==> config.mk <==
export PLATFORM = sky130hd
export DESIGN_NAME = hoc_holdover
export DESIGN_NICKNAME = d
export VERILOG_FILES = /design/src/hdl/hoc_pkg.sv /design/src/hdl/hoc_holdover.sv
export SDC_FILE = /design/constraint.sdc
export NUM_CORES = 1
export LEC_CHECK = 0
export ABC_AREA = 0
export BUFFER_PORTS_ARGS = -buffer_cell sky130_fd_sc_hd__buf_2
export CAP_MARGIN = 5
export CELL_PAD_IN_SITES_DETAIL_PLACEMENT = 2
export CELL_PAD_IN_SITES_GLOBAL_PLACEMENT = 2
export CORE_UTILIZATION = 40
export DETAILED_ROUTE_END_ITERATION = 7
export PLACE_DENSITY_LB_ADDON = 0.1
export SYNTH_ARGS = -nofsm -noshare
export SYNTH_HDL_FRONTEND = slang
export SYNTH_SLANG_ARGS = --single-unit
export TNS_END_PERCENT = 50
==> constraint.sdc <==
create_clock -name clk_i -period 15.48 [get_ports clk_i]
set_clock_uncertainty 0.05 [all_clocks]
set_input_delay 1.548 -clock clk_i [delete_from_list [all_inputs] [get_ports clk_i]]
set_output_delay 1.548 -clock clk_i [all_outputs]
set_load 0.1 [all_outputs]
==> src/hdl/hoc_pkg.sv <==
// Purpose: shared constants and types for the holdover controller
// Assumes: 20 MHz system clock, 24-bit serial frames
// Notes:   register offsets are 13-bit frame addresses
package hoc_pkg;
  localparam int          FRAME_BITS   = 24;
  localparam int          ADDR_BITS    = 13;
  localparam int          DATA_BITS    = 8;
  localparam int          HDR_BITS     = 16;
  localparam logic [12:0] A_SOFT_RESET = 13'h0000;
  localparam logic [12:0] A_OPT_TUNE_A = 13'h0171;
  localparam logic [12:0] A_OPT_TUNE_B = 13'h0172;
  localparam logic [12:0] A_VCO_OPT_1  = 13'h017c;
  localparam logic [12:0] A_VCO_OPT_2  = 13'h017d;
  localparam logic [12:0] A_LOCK_0     = 13'h1ffd;
  localparam logic [12:0] A_LOCK_1     = 13'h1ffe;
  localparam logic [12:0] A_LOCK_2     = 13'h1fff;
  // registers for loose control bits, plus read-only dac read-back and status
  localparam logic [12:0] A_HO_CTRL    = 13'h0150;
  localparam logic [12:0] A_FIX_DAC    = 13'h0151;
  localparam logic [12:0] A_DAC_MULT   = 13'h0152;
  localparam logic [12:0] A_DAC_CNTR   = 13'h0153;
  localparam logic [12:0] A_WND_SIZE   = 13'h0154;
  localparam logic [12:0] A_HOLD_CNT   = 13'h0155;
  localparam logic [12:0] A_STAT_SEL   = 13'h0156;
  localparam logic [12:0] A_DAC_RB     = 13'h0157;
  localparam logic [12:0] A_STATUS     = 13'h0158;
  // control and soft reset register bit positions
  localparam int          B_HO_EN      = 0;
  localparam int          B_FIX_SEL    = 1;
  localparam int          B_TRACK_EN   = 2;
  localparam int          B_HO_EXIT    = 3;
  localparam int          B_SRESET     = 7;
  // status pin selections
  localparam logic [1:0]  SEL_LOCK1    = 2'h0;
  localparam logic [1:0]  SEL_LOCK2    = 2'h1;
  localparam logic [1:0]  SEL_DACACQ   = 2'h2;
  localparam logic [1:0]  SEL_HOLD     = 2'h3;
  localparam logic [7:0]  RST_BYTE     = 8'h00;
  localparam logic [7:0]  RST_MULT     = 8'h01;
  localparam logic [7:0]  RST_CNTR     = 8'h01;
  localparam logic [7:0]  RST_WND      = 8'h04;
  localparam logic [7:0]  RST_HOLD     = 8'h08;
  localparam logic [7:0]  RST_DAC      = 8'h80;
  // frame header fields
  typedef struct packed {
    logic                 rd;
    logic [1:0]           mb;
    logic [ADDR_BITS-1:0] addr;
  } hoc_hdr_t;
  // phase comparison report from the loop
  typedef struct packed {
    logic       valid;
    logic       in_window;
    logic [7:0] err;
  } hoc_cmp_t;
endpackage

==> src/hdl/hoc_holdover.sv <==
// Purpose: holdover controller with serial configuration port
// Assumes: serial pins asynchronous, sampled by clk_i (link period 400 ns)
// Notes:   analog loop parts live outside; this block steers them
`timescale 1ns/1ps
`default_nettype none
module hoc_holdover #(
  parameter int DAC_BITS  = 10,
  parameter int MULT_BITS = 8
) (
  input  wire logic                clk_i,
  input  wire logic                sys_rst_i,
  input  wire logic                cs_n_i,
  input  wire logic                sck_i,
  input  wire logic                sdi_i,
  output logic                     sdo_o,
  output logic                     sdo_oe_o,
  input  wire logic                ref_valid_i,
  input  wire logic                pd_tick_i,
  input  wire hoc_pkg::hoc_cmp_t   cmp_i,
  input  wire logic                loop2_lock_i,
  input  wire logic [DAC_BITS-1:0] tune_sense_i,
  output logic [DAC_BITS-1:0]      tune_dac_o,
  output logic                     tune_dac_drive_o,
  output logic                     pump_enable_o,
  output logic                     holdover_o,
  output logic                     status_pin_a_o,
  output logic                     status_pin_b_o
);
  ////////////////////////////////////////////////////////////////////////
  // pin synchronisers: two flops before any use
  logic [2:0] pin_s1_q, pin_s2_q, pin_s3_q;
  always_ff @(posedge clk_i or posedge sys_rst_i) begin
    if (sys_rst_i) begin
      // idle levels: chip select high, serial clock low, so no false edge
      pin_s1_q <= 3'h4;
      pin_s2_q <= 3'h4;
      pin_s3_q <= 3'h4;
    end else begin
      pin_s1_q <= {cs_n_i, sck_i, sdi_i};
      pin_s2_q <= pin_s1_q;
      pin_s3_q <= pin_s2_q;
    end
  end
  wire cs_n_w   = pin_s2_q[2];
  wire sck_rise = pin_s2_q[1] & ~pin_s3_q[1];
  wire sck_fall = ~pin_s2_q[1] & pin_s3_q[1];
  wire cs_rise  = pin_s2_q[2] & ~pin_s3_q[2];
  wire sdi_w    = pin_s2_q[0];

  ////////////////////////////////////////////////////////////////////////
  // serial shifter
  logic [hoc_pkg::FRAME_BITS-1:0] shift_q;
  logic [4:0]                     bitcnt_q;
  logic [7:0]                     rdata_q;
  logic                           sdo_q;
  logic [7:0]                     rd_mux_w;
  wire hoc_pkg::hoc_hdr_t hdr_w = shift_q[hoc_pkg::HDR_BITS-1:0];
  wire [7:0] wdata_w  = shift_q[hoc_pkg::DATA_BITS-1:0];
  wire       full_w   = (bitcnt_q == 5'(hoc_pkg::FRAME_BITS));
  wire       in_data  = (bitcnt_q >= 5'(hoc_pkg::HDR_BITS));
  // hdr_w is only stable while the header is the low 16 bits of the shifter
  wire       hdr_done = (bitcnt_q == 5'(hoc_pkg::HDR_BITS));
  logic      rd_frame_q;
  // frame committed on chip select rise, only if at least 24 bits came in; bits past the 24th are ignored
  wire       commit_w = cs_rise & full_w;
  wire       wr_en_w  = commit_w & ~shift_q[hoc_pkg::FRAME_BITS-1];
  wire [12:0] waddr_w = shift_q[hoc_pkg::FRAME_BITS-4 -: hoc_pkg::ADDR_BITS];

  always_ff @(posedge clk_i or posedge sys_rst_i) begin
    if (sys_rst_i) begin
      shift_q  <= '0;
      bitcnt_q <= '0;
    end else if (cs_n_w) begin
      bitcnt_q <= '0;
    end else if (sck_rise && !full_w) begin
      shift_q  <= {shift_q[hoc_pkg::FRAME_BITS-2:0], sdi_w};
      bitcnt_q <= bitcnt_q + 5'h01;
    end
  end

  ////////////////////////////////////////////////////////////////////////
  // read-back shifter: loads at header end, shifts on falling sck
  always_ff @(posedge clk_i or posedge sys_rst_i) begin
    if (sys_rst_i) begin
      rdata_q    <= '0;
      rd_frame_q <= 1'b0;
      sdo_q      <= 1'b0;
    end else if (cs_n_w) begin
      rd_frame_q <= 1'b0;
      sdo_q      <= 1'b0;
    end else if (hdr_done && !rd_frame_q && sck_fall) begin
      rd_frame_q <= hdr_w.rd;
      rdata_q    <= {rd_mux_w[6:0], 1'b0};
      sdo_q      <= rd_mux_w[7];
    end else if (rd_frame_q && in_data && sck_fall) begin
      sdo_q   <= rdata_q[7];
      rdata_q <= {rdata_q[6:0], 1'b0};
    end
  end
  assign sdo_o    = sdo_q;
  assign sdo_oe_o = rd_frame_q & ~cs_n_w;

  ////////////////////////////////////////////////////////////////////////
  // configuration registers
  logic [7:0] soft_reset_q, opt_tuning_a_q, opt_tuning_b_q;
  logic [7:0] vco_opt_first_q, vco_opt_second_q;
  logic [7:0] config_lock_0_q, config_lock_1_q, config_lock_2_q;
  logic [7:0] ho_ctrl_q, fix_dac_q, dac_mult_q, dac_cntr_q;
  logic [7:0] wnd_q, hold_cnt_q, stat_sel_q;
  wire        soft_rst = soft_reset_q[hoc_pkg::B_SRESET];

  // write decode; skipped registers simply keep their defaults
  always_ff @(posedge clk_i or posedge sys_rst_i) begin
    if (sys_rst_i) begin
      soft_reset_q     <= hoc_pkg::RST_BYTE;
      opt_tuning_a_q   <= hoc_pkg::RST_BYTE;
      opt_tuning_b_q   <= hoc_pkg::RST_BYTE;
      vco_opt_first_q  <= hoc_pkg::RST_BYTE;
      vco_opt_second_q <= hoc_pkg::RST_BYTE;
      config_lock_0_q  <= hoc_pkg::RST_BYTE;
      config_lock_1_q  <= hoc_pkg::RST_BYTE;
      config_lock_2_q  <= hoc_pkg::RST_BYTE;
      ho_ctrl_q        <= hoc_pkg::RST_BYTE;
      fix_dac_q        <= hoc_pkg::RST_DAC;
      dac_mult_q       <= hoc_pkg::RST_MULT;
      dac_cntr_q       <= hoc_pkg::RST_CNTR;
      wnd_q            <= hoc_pkg::RST_WND;
      hold_cnt_q       <= hoc_pkg::RST_HOLD;
      stat_sel_q       <= hoc_pkg::RST_BYTE;
    end else begin
      // manual exit bit is a one-shot; soft reset self-clears too
      ho_ctrl_q[hoc_pkg::B_HO_EXIT] <= 1'b0;
      soft_reset_q[hoc_pkg::B_SRESET] <= 1'b0;
      if (wr_en_w) begin
        unique case (waddr_w)
          hoc_pkg::A_SOFT_RESET: soft_reset_q     <= wdata_w;
          hoc_pkg::A_OPT_TUNE_A: opt_tuning_a_q   <= wdata_w;
          hoc_pkg::A_OPT_TUNE_B: opt_tuning_b_q   <= wdata_w;
          hoc_pkg::A_VCO_OPT_1:  vco_opt_first_q  <= wdata_w;
          hoc_pkg::A_VCO_OPT_2:  vco_opt_second_q <= wdata_w;
          hoc_pkg::A_LOCK_0:     config_lock_0_q  <= wdata_w;
          hoc_pkg::A_LOCK_1:     config_lock_1_q  <= wdata_w;
          hoc_pkg::A_LOCK_2:     config_lock_2_q  <= wdata_w;
          hoc_pkg::A_HO_CTRL:    ho_ctrl_q        <= wdata_w;
          hoc_pkg::A_FIX_DAC:    fix_dac_q        <= wdata_w;
          hoc_pkg::A_DAC_MULT:   dac_mult_q       <= wdata_w;
          hoc_pkg::A_DAC_CNTR:   dac_cntr_q       <= wdata_w;
          hoc_pkg::A_WND_SIZE:   wnd_q            <= wdata_w;
          hoc_pkg::A_HOLD_CNT:   hold_cnt_q       <= wdata_w;
          hoc_pkg::A_STAT_SEL:   stat_sel_q       <= wdata_w;
          default: ;
        endcase
      end
    end
  end

  ////////////////////////////////////////////////////////////////////////
  // read mux: same address as the write
  logic [DAC_BITS-1:0] dac_q;
  logic                hold_q, dac_acq_q, lock1_q, lock2_hold_q;
  wire                 lock2_w;
  wire  [7:0] status_w = {4'h0, lock2_w, dac_acq_q, lock1_q, hold_q};
  always_comb begin
    unique case (hdr_w.addr)
      hoc_pkg::A_SOFT_RESET: rd_mux_w = soft_reset_q;
      hoc_pkg::A_OPT_TUNE_A: rd_mux_w = opt_tuning_a_q;
      hoc_pkg::A_OPT_TUNE_B: rd_mux_w = opt_tuning_b_q;
      hoc_pkg::A_VCO_OPT_1:  rd_mux_w = vco_opt_first_q;
      hoc_pkg::A_VCO_OPT_2:  rd_mux_w = vco_opt_second_q;
      hoc_pkg::A_LOCK_0:     rd_mux_w = config_lock_0_q;
      hoc_pkg::A_LOCK_1:     rd_mux_w = config_lock_1_q;
      hoc_pkg::A_LOCK_2:     rd_mux_w = config_lock_2_q;
      hoc_pkg::A_HO_CTRL:    rd_mux_w = ho_ctrl_q;
      hoc_pkg::A_FIX_DAC:    rd_mux_w = fix_dac_q;
      hoc_pkg::A_DAC_MULT:   rd_mux_w = dac_mult_q;
      hoc_pkg::A_DAC_CNTR:   rd_mux_w = dac_cntr_q;
      hoc_pkg::A_WND_SIZE:   rd_mux_w = wnd_q;
      hoc_pkg::A_HOLD_CNT:   rd_mux_w = hold_cnt_q;
      hoc_pkg::A_STAT_SEL:   rd_mux_w = stat_sel_q;
      hoc_pkg::A_DAC_RB:     rd_mux_w = dac_q[DAC_BITS-1 -: 8];
      hoc_pkg::A_STATUS:     rd_mux_w = status_w;
      default:               rd_mux_w = 8'h00;
    endcase
  end

  ////////////////////////////////////////////////////////////////////////
  // control fields
  wire ho_en    = ho_ctrl_q[hoc_pkg::B_HO_EN];
  wire fix_sel  = ho_ctrl_q[hoc_pkg::B_FIX_SEL];
  wire track_en = ho_ctrl_q[hoc_pkg::B_TRACK_EN];
  wire man_exit = ho_ctrl_q[hoc_pkg::B_HO_EXIT];
  wire [DAC_BITS-1:0] fix_val_w = {fix_dac_q, {(DAC_BITS-8){1'b0}}};

  ////////////////////////////////////////////////////////////////////////
  // lock detector: consecutive in-window comparisons
  logic [7:0] lock_cnt_q;
  wire in_win_w = cmp_i.valid & cmp_i.in_window & (cmp_i.err <= wnd_q);
  wire lock_hit = in_win_w & (lock_cnt_q + 8'h01 >= hold_cnt_q);
  always_ff @(posedge clk_i or posedge sys_rst_i) begin
    if (sys_rst_i) begin
      lock_cnt_q <= '0;
      lock1_q    <= 1'b0;
    end else if (soft_rst) begin
      lock_cnt_q <= '0;
      lock1_q    <= 1'b0;
    end else if (cmp_i.valid) begin
      if (!in_win_w) begin
        lock_cnt_q <= '0;
        lock1_q    <= 1'b0;
      end else if (lock_hit) begin
        lock1_q    <= ~hold_q | man_exit;
      end else begin
        lock_cnt_q <= lock_cnt_q + 8'h01;
      end
    end else if (hold_q) begin
      lock1_q <= 1'b0;
    end
  end

  ////////////////////////////////////////////////////////////////////////
  // holdover entry and exit
  wire enter_w = ho_en & ~ref_valid_i & ~hold_q;
  // regained lock or host write ends holdover
  wire exit_w  = hold_q & (man_exit | ~ho_en | (cmp_i.valid & lock_hit));
  always_ff @(posedge clk_i or posedge sys_rst_i) begin
    if (sys_rst_i) begin
      hold_q       <= 1'b0;
      lock2_hold_q <= 1'b0;
    end else if (soft_rst) begin
      hold_q       <= 1'b0;
      lock2_hold_q <= 1'b0;
    end else if (enter_w) begin
      hold_q       <= 1'b1;
      lock2_hold_q <= loop2_lock_i;
    end else if (exit_w) begin
      hold_q       <= 1'b0;
      lock2_hold_q <= 1'b0;
    end
  end
  assign lock2_w = hold_q ? lock2_hold_q : loop2_lock_i;

  ////////////////////////////////////////////////////////////////////////
  // tracking dac: one update per multiplier x counter pd ticks
  logic [15:0] rate_cnt_q;
  wire  [15:0] rate_top = 16'(dac_mult_q * dac_cntr_q);
  wire         upd_w    = pd_tick_i & (rate_cnt_q + 16'h0001 >= rate_top);
  always_ff @(posedge clk_i or posedge sys_rst_i) begin
    if (sys_rst_i) begin
      rate_cnt_q <= '0;
      dac_q      <= '0;
      dac_acq_q  <= 1'b0;
    end else if (soft_rst || !track_en) begin
      rate_cnt_q <= '0;
      dac_acq_q  <= 1'b0;
    end else if (enter_w && fix_sel) begin
      dac_q <= fix_val_w;
    end else if (!hold_q && pd_tick_i) begin
      rate_cnt_q <= upd_w ? '0 : rate_cnt_q + 16'h0001;
      if (upd_w) begin
        dac_q     <= tune_sense_i;
        dac_acq_q <= (dac_q == tune_sense_i);
      end
    end
  end

  ////////////////////////////////////////////////////////////////////////
  // outputs to the loop and status pins
  assign holdover_o       = hold_q;
  assign pump_enable_o    = ~hold_q;
  assign tune_dac_drive_o = hold_q;
  assign tune_dac_o       = (hold_q & fix_sel) ? fix_val_w : dac_q;
  wire [3:0] stat_vec = {hold_q, dac_acq_q, lock2_w, lock1_q};
  assign status_pin_a_o = stat_vec[stat_sel_q[1:0]];
  assign status_pin_b_o = stat_vec[stat_sel_q[5:4]];
endmodule
`default_nettype wire

==> Word level (Yosys, flattened, before mapping) <==
Index checks and enable logic that the tools add are counted.
{ "totals": {"word_cells": 197, "ff_bits": 206} }
{ "op_classes": {"n_addsub": 3, "eq_ne": 36, "n_mux": 45, "n_mul": 1, "reduce_logical": 47, "n_bitwise": 27, "order_cmp": 6} }
{ "ops": {"columns": ["op", "count"], "rows": [
  ["13-bit by 9-bit == test with 1-bit output (second input constant)", 24],
  ["8-bit one-hot mux with 17 select lines", 1],
  ["13-bit == test (second input constant)", 6],
  ["16-bit 2-to-1 mux", 4],
  ["8-bit 2-to-1 mux", 8],
  ["10-bit 2-to-1 mux", 4],
  ["2-bit AND reduction", 20],
  ["13-bit logical NOT", 2],
  ["1-bit 2-to-1 mux", 22],
  ["16-bit by 1-bit adder with 16-bit output (second input constant)", 1],
  ["16-bit greater-or-equal comparator", 1],
  ["8-bit by 8-bit multiplier with 16-bit output", 1],
  ["2-bit nonzero test", 8],
  ["1-bit bitwise AND", 15],
  ["10-bit == test", 1],
  ["5-bit == test (second input constant)", 2],
  ["5-bit 2-to-1 mux", 2],
  ["1-bit inverter", 9],
  ["3-bit nonzero test", 3],
  ["8-bit by 1-bit adder with 8-bit output (second input constant)", 1],
  ["8-bit greater-or-equal comparator", 1],
  ["8-bit less-or-equal comparator", 1],
  ["4-bit 2-to-1 mux", 2],
  ["1-bit logical AND", 7],
  ["11 further kinds", 19]
]} }

==> Longest topological paths before layout <==
{ "depth": {"word_depth": 9, "mapped_depth": 24, "depth_no_buf": 22} }

==> Worst setup path after synthesis <==
No wires, ideal clock.
{ "synth_timing": {"path_kind": "reg2reg", "from": "register dac_mult_q[0]", "to": "register dac_q[2]", "stages_incl_launch_ff": 21, "required_time_ns": 15.305, "arrival_time_ns": 5.676, "setup_slack_ns": 9.629, "setup_time_ns": 0.125, "cell_sequence": "dfstp_2 -> nand2_1 -> fa_1 -> fa_1 -> inv_1 -> fa_1 -> inv_1 -> fa_1 -> inv_1 -> ha_1 -> o21ai_0 -> o21a_1 -> o311ai_0 -> xnor2_1 -> ha_1 -> a21o_1 -> a211oi_1 -> o31a_1 -> o31a_1 -> buf_2 -> mux2_2"} }
{ "synth_between": {"elab_chain_cells": 5} }
{ "synth_rtl": {"columns": ["element", "line_no", "source"], "rows": [
  ["from (decl)", "hoc_holdover.sv:108", "logic [7:0] ho_ctrl_q, fix_dac_q, dac_mult_q, dac_cntr_q;"],
  ["from (signal assigned)", "hoc_holdover.sv:125", "dac_mult_q <= hoc_pkg::RST_MULT;"],
  ["from (signal assigned)", "hoc_holdover.sv:146", "hoc_pkg::A_DAC_MULT: dac_mult_q <= wdata_w;"],
  ["8-bit by 8-bit multiplier with 16-bit output", "hoc_holdover.sv:245", "wire [15:0] rate_top = 16'(dac_mult_q * dac_cntr_q);"],
  ["16-bit greater-or-equal comparator", "hoc_holdover.sv:246", "wire upd_w = pd_tick_i & (rate_cnt_q + 16'h0001 >= rate_top);"],
  ["1-bit bitwise AND", "hoc_holdover.sv:246", null],
  ["2-bit nonzero test (no source line)", null, null],
  ["3-bit AND reduction (no source line)", null, null],
  ["to (signal assigned)", "hoc_holdover.sv:256", "dac_q <= fix_val_w;"],
  ["to (signal assigned)", "hoc_holdover.sv:260", "dac_q <= tune_sense_i;"],
  ["to (decl)", "hoc_holdover.sv:159", "logic [DAC_BITS-1:0] dac_q;"]
]} }
Every way passes these cells.
A chain may end at the register's enable or synchronous reset.

==> Worst setup path in the final report <==
{ "layout_timing": {"from": "register dac_mult_q[0]", "to": "register dac_q[7]"} }
Same word-level chain as after synthesis.

==> flow_summary.json <==
{
  "num_rows": 65,
  "critPathLaunchType": "flop",
  "slowest_stage": "o311ai_0",
  "synth-edff-count": 0,
  "post-dp-hpwl_um": 28500,
  "crit_required_ns": 15.84,
  "layout_setup_ws_ns": 8.60,
  "crit_path_max_fanout": 16,
  "tns_ns": 0,
  "hold_buffers": 0,
  "areaGrowthSynthToFinish_pct": 10.6,
  "vdd_drop_max_mv": 0.0990,
  "worst-setup-path-type": "flop to flop",
  "cts_sinks": 204,
  "die_w_um": 182,
  "synth_commonest_cells": "dfrtp_1 (196), mux2_2 (151), inv_1 (89)",
  "cts_root_buffer": "clkbuf_16",
  "viasPerCell": 5.76,
  "synth.ff_latch_count": 204,
  "fmaxAchievable_mhz": 145,
  "grt-ovfl-total": 0,
  "m1WireLength_um": 17800,
  "tightest_slew_ns": 1.19,
  "power.density_nw_per_um2": 90.9,
  "post_cts_resized": 0,
  "dr.pass1.iters": 7,
  "synth.most_common_cell": "dfrtp_1",
  "vias": 9497,
  "critPathCaptureType": "flop",
  "ff2ff_setup_slack_ns": 8.60,
  "maxCapViolations": 0,
  "drt_iter0_markers": 442,
  "final-hold-violation-count": 0,
  "drt-total-wl_um": 39300,
  "period_share_pct": 44.5,
  "p_leak_uw": 0.00689,
  "synthesis.nets": 1335,
  "netlist.area_leader.share_pct": 38.0,
  "antenna_found_initial": 0,
  "htreeDepth": 1,
  "die_y_um": 182,
  "core-area_um2": 31600,
  "synthArstFlopShare_pct": 100,
  "numCtsBuffers": 25,
  "yosysWarnings": 0,
  "outcome": "complete, no violations",
  "grt_use_total_pct": 24.6,
  "port_buffers": 44,
  "setup_viol_count_final": 0,
  "synth.avg_cell_area_um2": 10.8,
  "relSlewSlack_pct": 20.0,
  "synth_ff_type": "dfrtp_1",
  "antenna-diode-count": 0,
  "total_power_uw": 1300,
  "seq_area_frac_synth_pct": 39.6,
  "syn_area_um2": 12900,
  "cpMostUsedCell": "fa_1",
  "rsz0062_at_grt": "no",
  "grt_max_degree": 134,
  "ctsLongestPathBuffers": 3,
  "largest_reg_flops": 24,
  "post_cts_buffers": 0,
  "fin_crit_ns": 6.88,
  "routed.top_layer": "met4",
  "clk_pin_slew_ns": 0.06,
  "final_layout_size_suffix_gt1_share_pct": 22.9,
  "wl_per_cell_um": 23.9,
  "pre_cts_ws_ns": 8.55,
  "cp.arrival_ns": 7.24,
  "routed-wl-met2_um": 19500,
  "top_regs": "shift_q x24, rate_cnt_q x16, dac_q x10",
  "dr_wl_met3_um": 1210,
  "clock_latency_ns": 0.53,
  "gp_congestion": 0.811,
  "cp_cell_sequence": "nand2_1 -> fa_1 -> fa_1 -> inv_1 -> fa_1 -> inv_1 -> fa_1 -> inv_1 -> ha_1 -> o21ai_0 -> o21a_1 -> o311ai_0 -> xnor2_1 -> ha_1 -> a21o_1 -> a211oi_1 -> o31a_1 -> o31a_1 -> mux2_2",
  "grt_pass1_wl_um": 63100,
  "ios": 45,
  "drc_errors": 0,
  "hold_path_class": "flop to flop",
  "synth.largest_area_cell": "dfrtp_1",
  "ant_nets": 0,
  "syn-instance-count": 1199,
  "grt_pass1_vias": 10600,
  "nets": 1363,
  "slew_viol_final": 0,
  "top_register": "shift_q",
  "synth_area_leaders": "dfrtp_1 (38%), mux2_2 (13%), ha_1 (7.0%)",
  "cts_tree": "done",
  "initial_core_util_pct": 40.8,
  "slowest_delay_ns": 0.67,
  "synthDistinctLibCells": 81,
  "die-area_um2": 33000
}
## report_power, final
part	switching [uW]	leakage, uW	internal, uW	total [uW]
combinational	109	0.00372	42.8	152
sequential	40.4	0.00279	543	584
clock	227	0.000379	336	563
total	377	0.00689	922	1300
## cell families (layout without fill, tap and decap cells)
group / after synthesis / count (layout) / synth area share (%)
simple gates: 324 / 324 / 14.5
compound gates: 216 / 216 / 11.8
flops: 204 / 204 / 39.6
mux: 161 / 161 / 14.4
buf+inv: 143 / 190 / 4.35
fa+ha+maj: 108 / 108 / 12.6
xor+xnor: 43 / 43 / 2.92
## critical path: cells and delay by family, from the launching register on
family	cells	cell delay, ns
compound gates	7	2.50
xor+xnor	1	0.18
fa+ha+maj	6	2.82
buf+inv	3	0.15
flops	1	0.59
mux	1	0.40
simple gates	1	0.09
## through the flow
step / util, % / hold WS [ns] / cells / cell area [um^2]
6_report: 45.2 / 0.299 / 1648 / 14300
5_1_grt: 45.2 / 0.316 / 1648 / 14300
3_3_place_gp: 42.7 / 0.283 / 1602 / 13500
3_5_place_dp: 42.7 / 0.288 / 1602 / 13500
2_1_floorplan: - / 0.281 / 1199 / 12900
4_1_cts: 45.2 / 0.301 / 1648 / 14300
## placed cells by master (no fill, tap or decap), types with 29 or more instances in the layout
cell type  Yosys  routed
dfrtp_1      196     196
mux2_2       151     151
inv_1         89      88
nand2_1       75      75
ha_1          72      72
and2_1        61      61
o21ai_0       50      50
buf_2          5      44
nor2_1        41      41
fa_1          36      36
a22oi_1       34      34
nand3_1       29      29
## path summary, 6_finish.rpt
check,start,cells past startpoint,endpoint
worst max register to register,dac_mult_q[0]$_DFFE_PP1P_,19,dac_q[7]$_DFFE_PP0P_
worst min-delay path,pin_s1_q[0]$_DFF_PP0_,0,pin_s2_q[0]$_DFF_PP0_
max in group asynchronous,sys_rst_i,3,fix_dac_q[1]$_DFFE_PP0P_
worst min register to register,pin_s1_q[0]$_DFF_PP0_,0,pin_s2_q[0]$_DFF_PP0_
worst max-delay path,dac_mult_q[0]$_DFFE_PP1P_,19,dac_q[7]$_DFFE_PP0P_
min in group asynchronous,sys_rst_i,2,rate_cnt_q[13]$_DFFE_PP0P_
## routing by layer
layer  vias up  track usage (%)
met5         -                0
met4         0             5.97
met3        43             2.51
met2       131             42.7
met1      4984             33.0
li1       4339                -
## layout make-up
class	instances	area [um^2]
Clock inverter	4	48.8
Timing Repair Buffer	55	303
Multi-Input combinational cell	852	7250
Fill cell	3313	17400
Inverter	89	342
Clock buffer	42	729
Sequential cell	204	5110
Tap cell	402	503
Note: power is estimated with default switching activity, not from simulation.
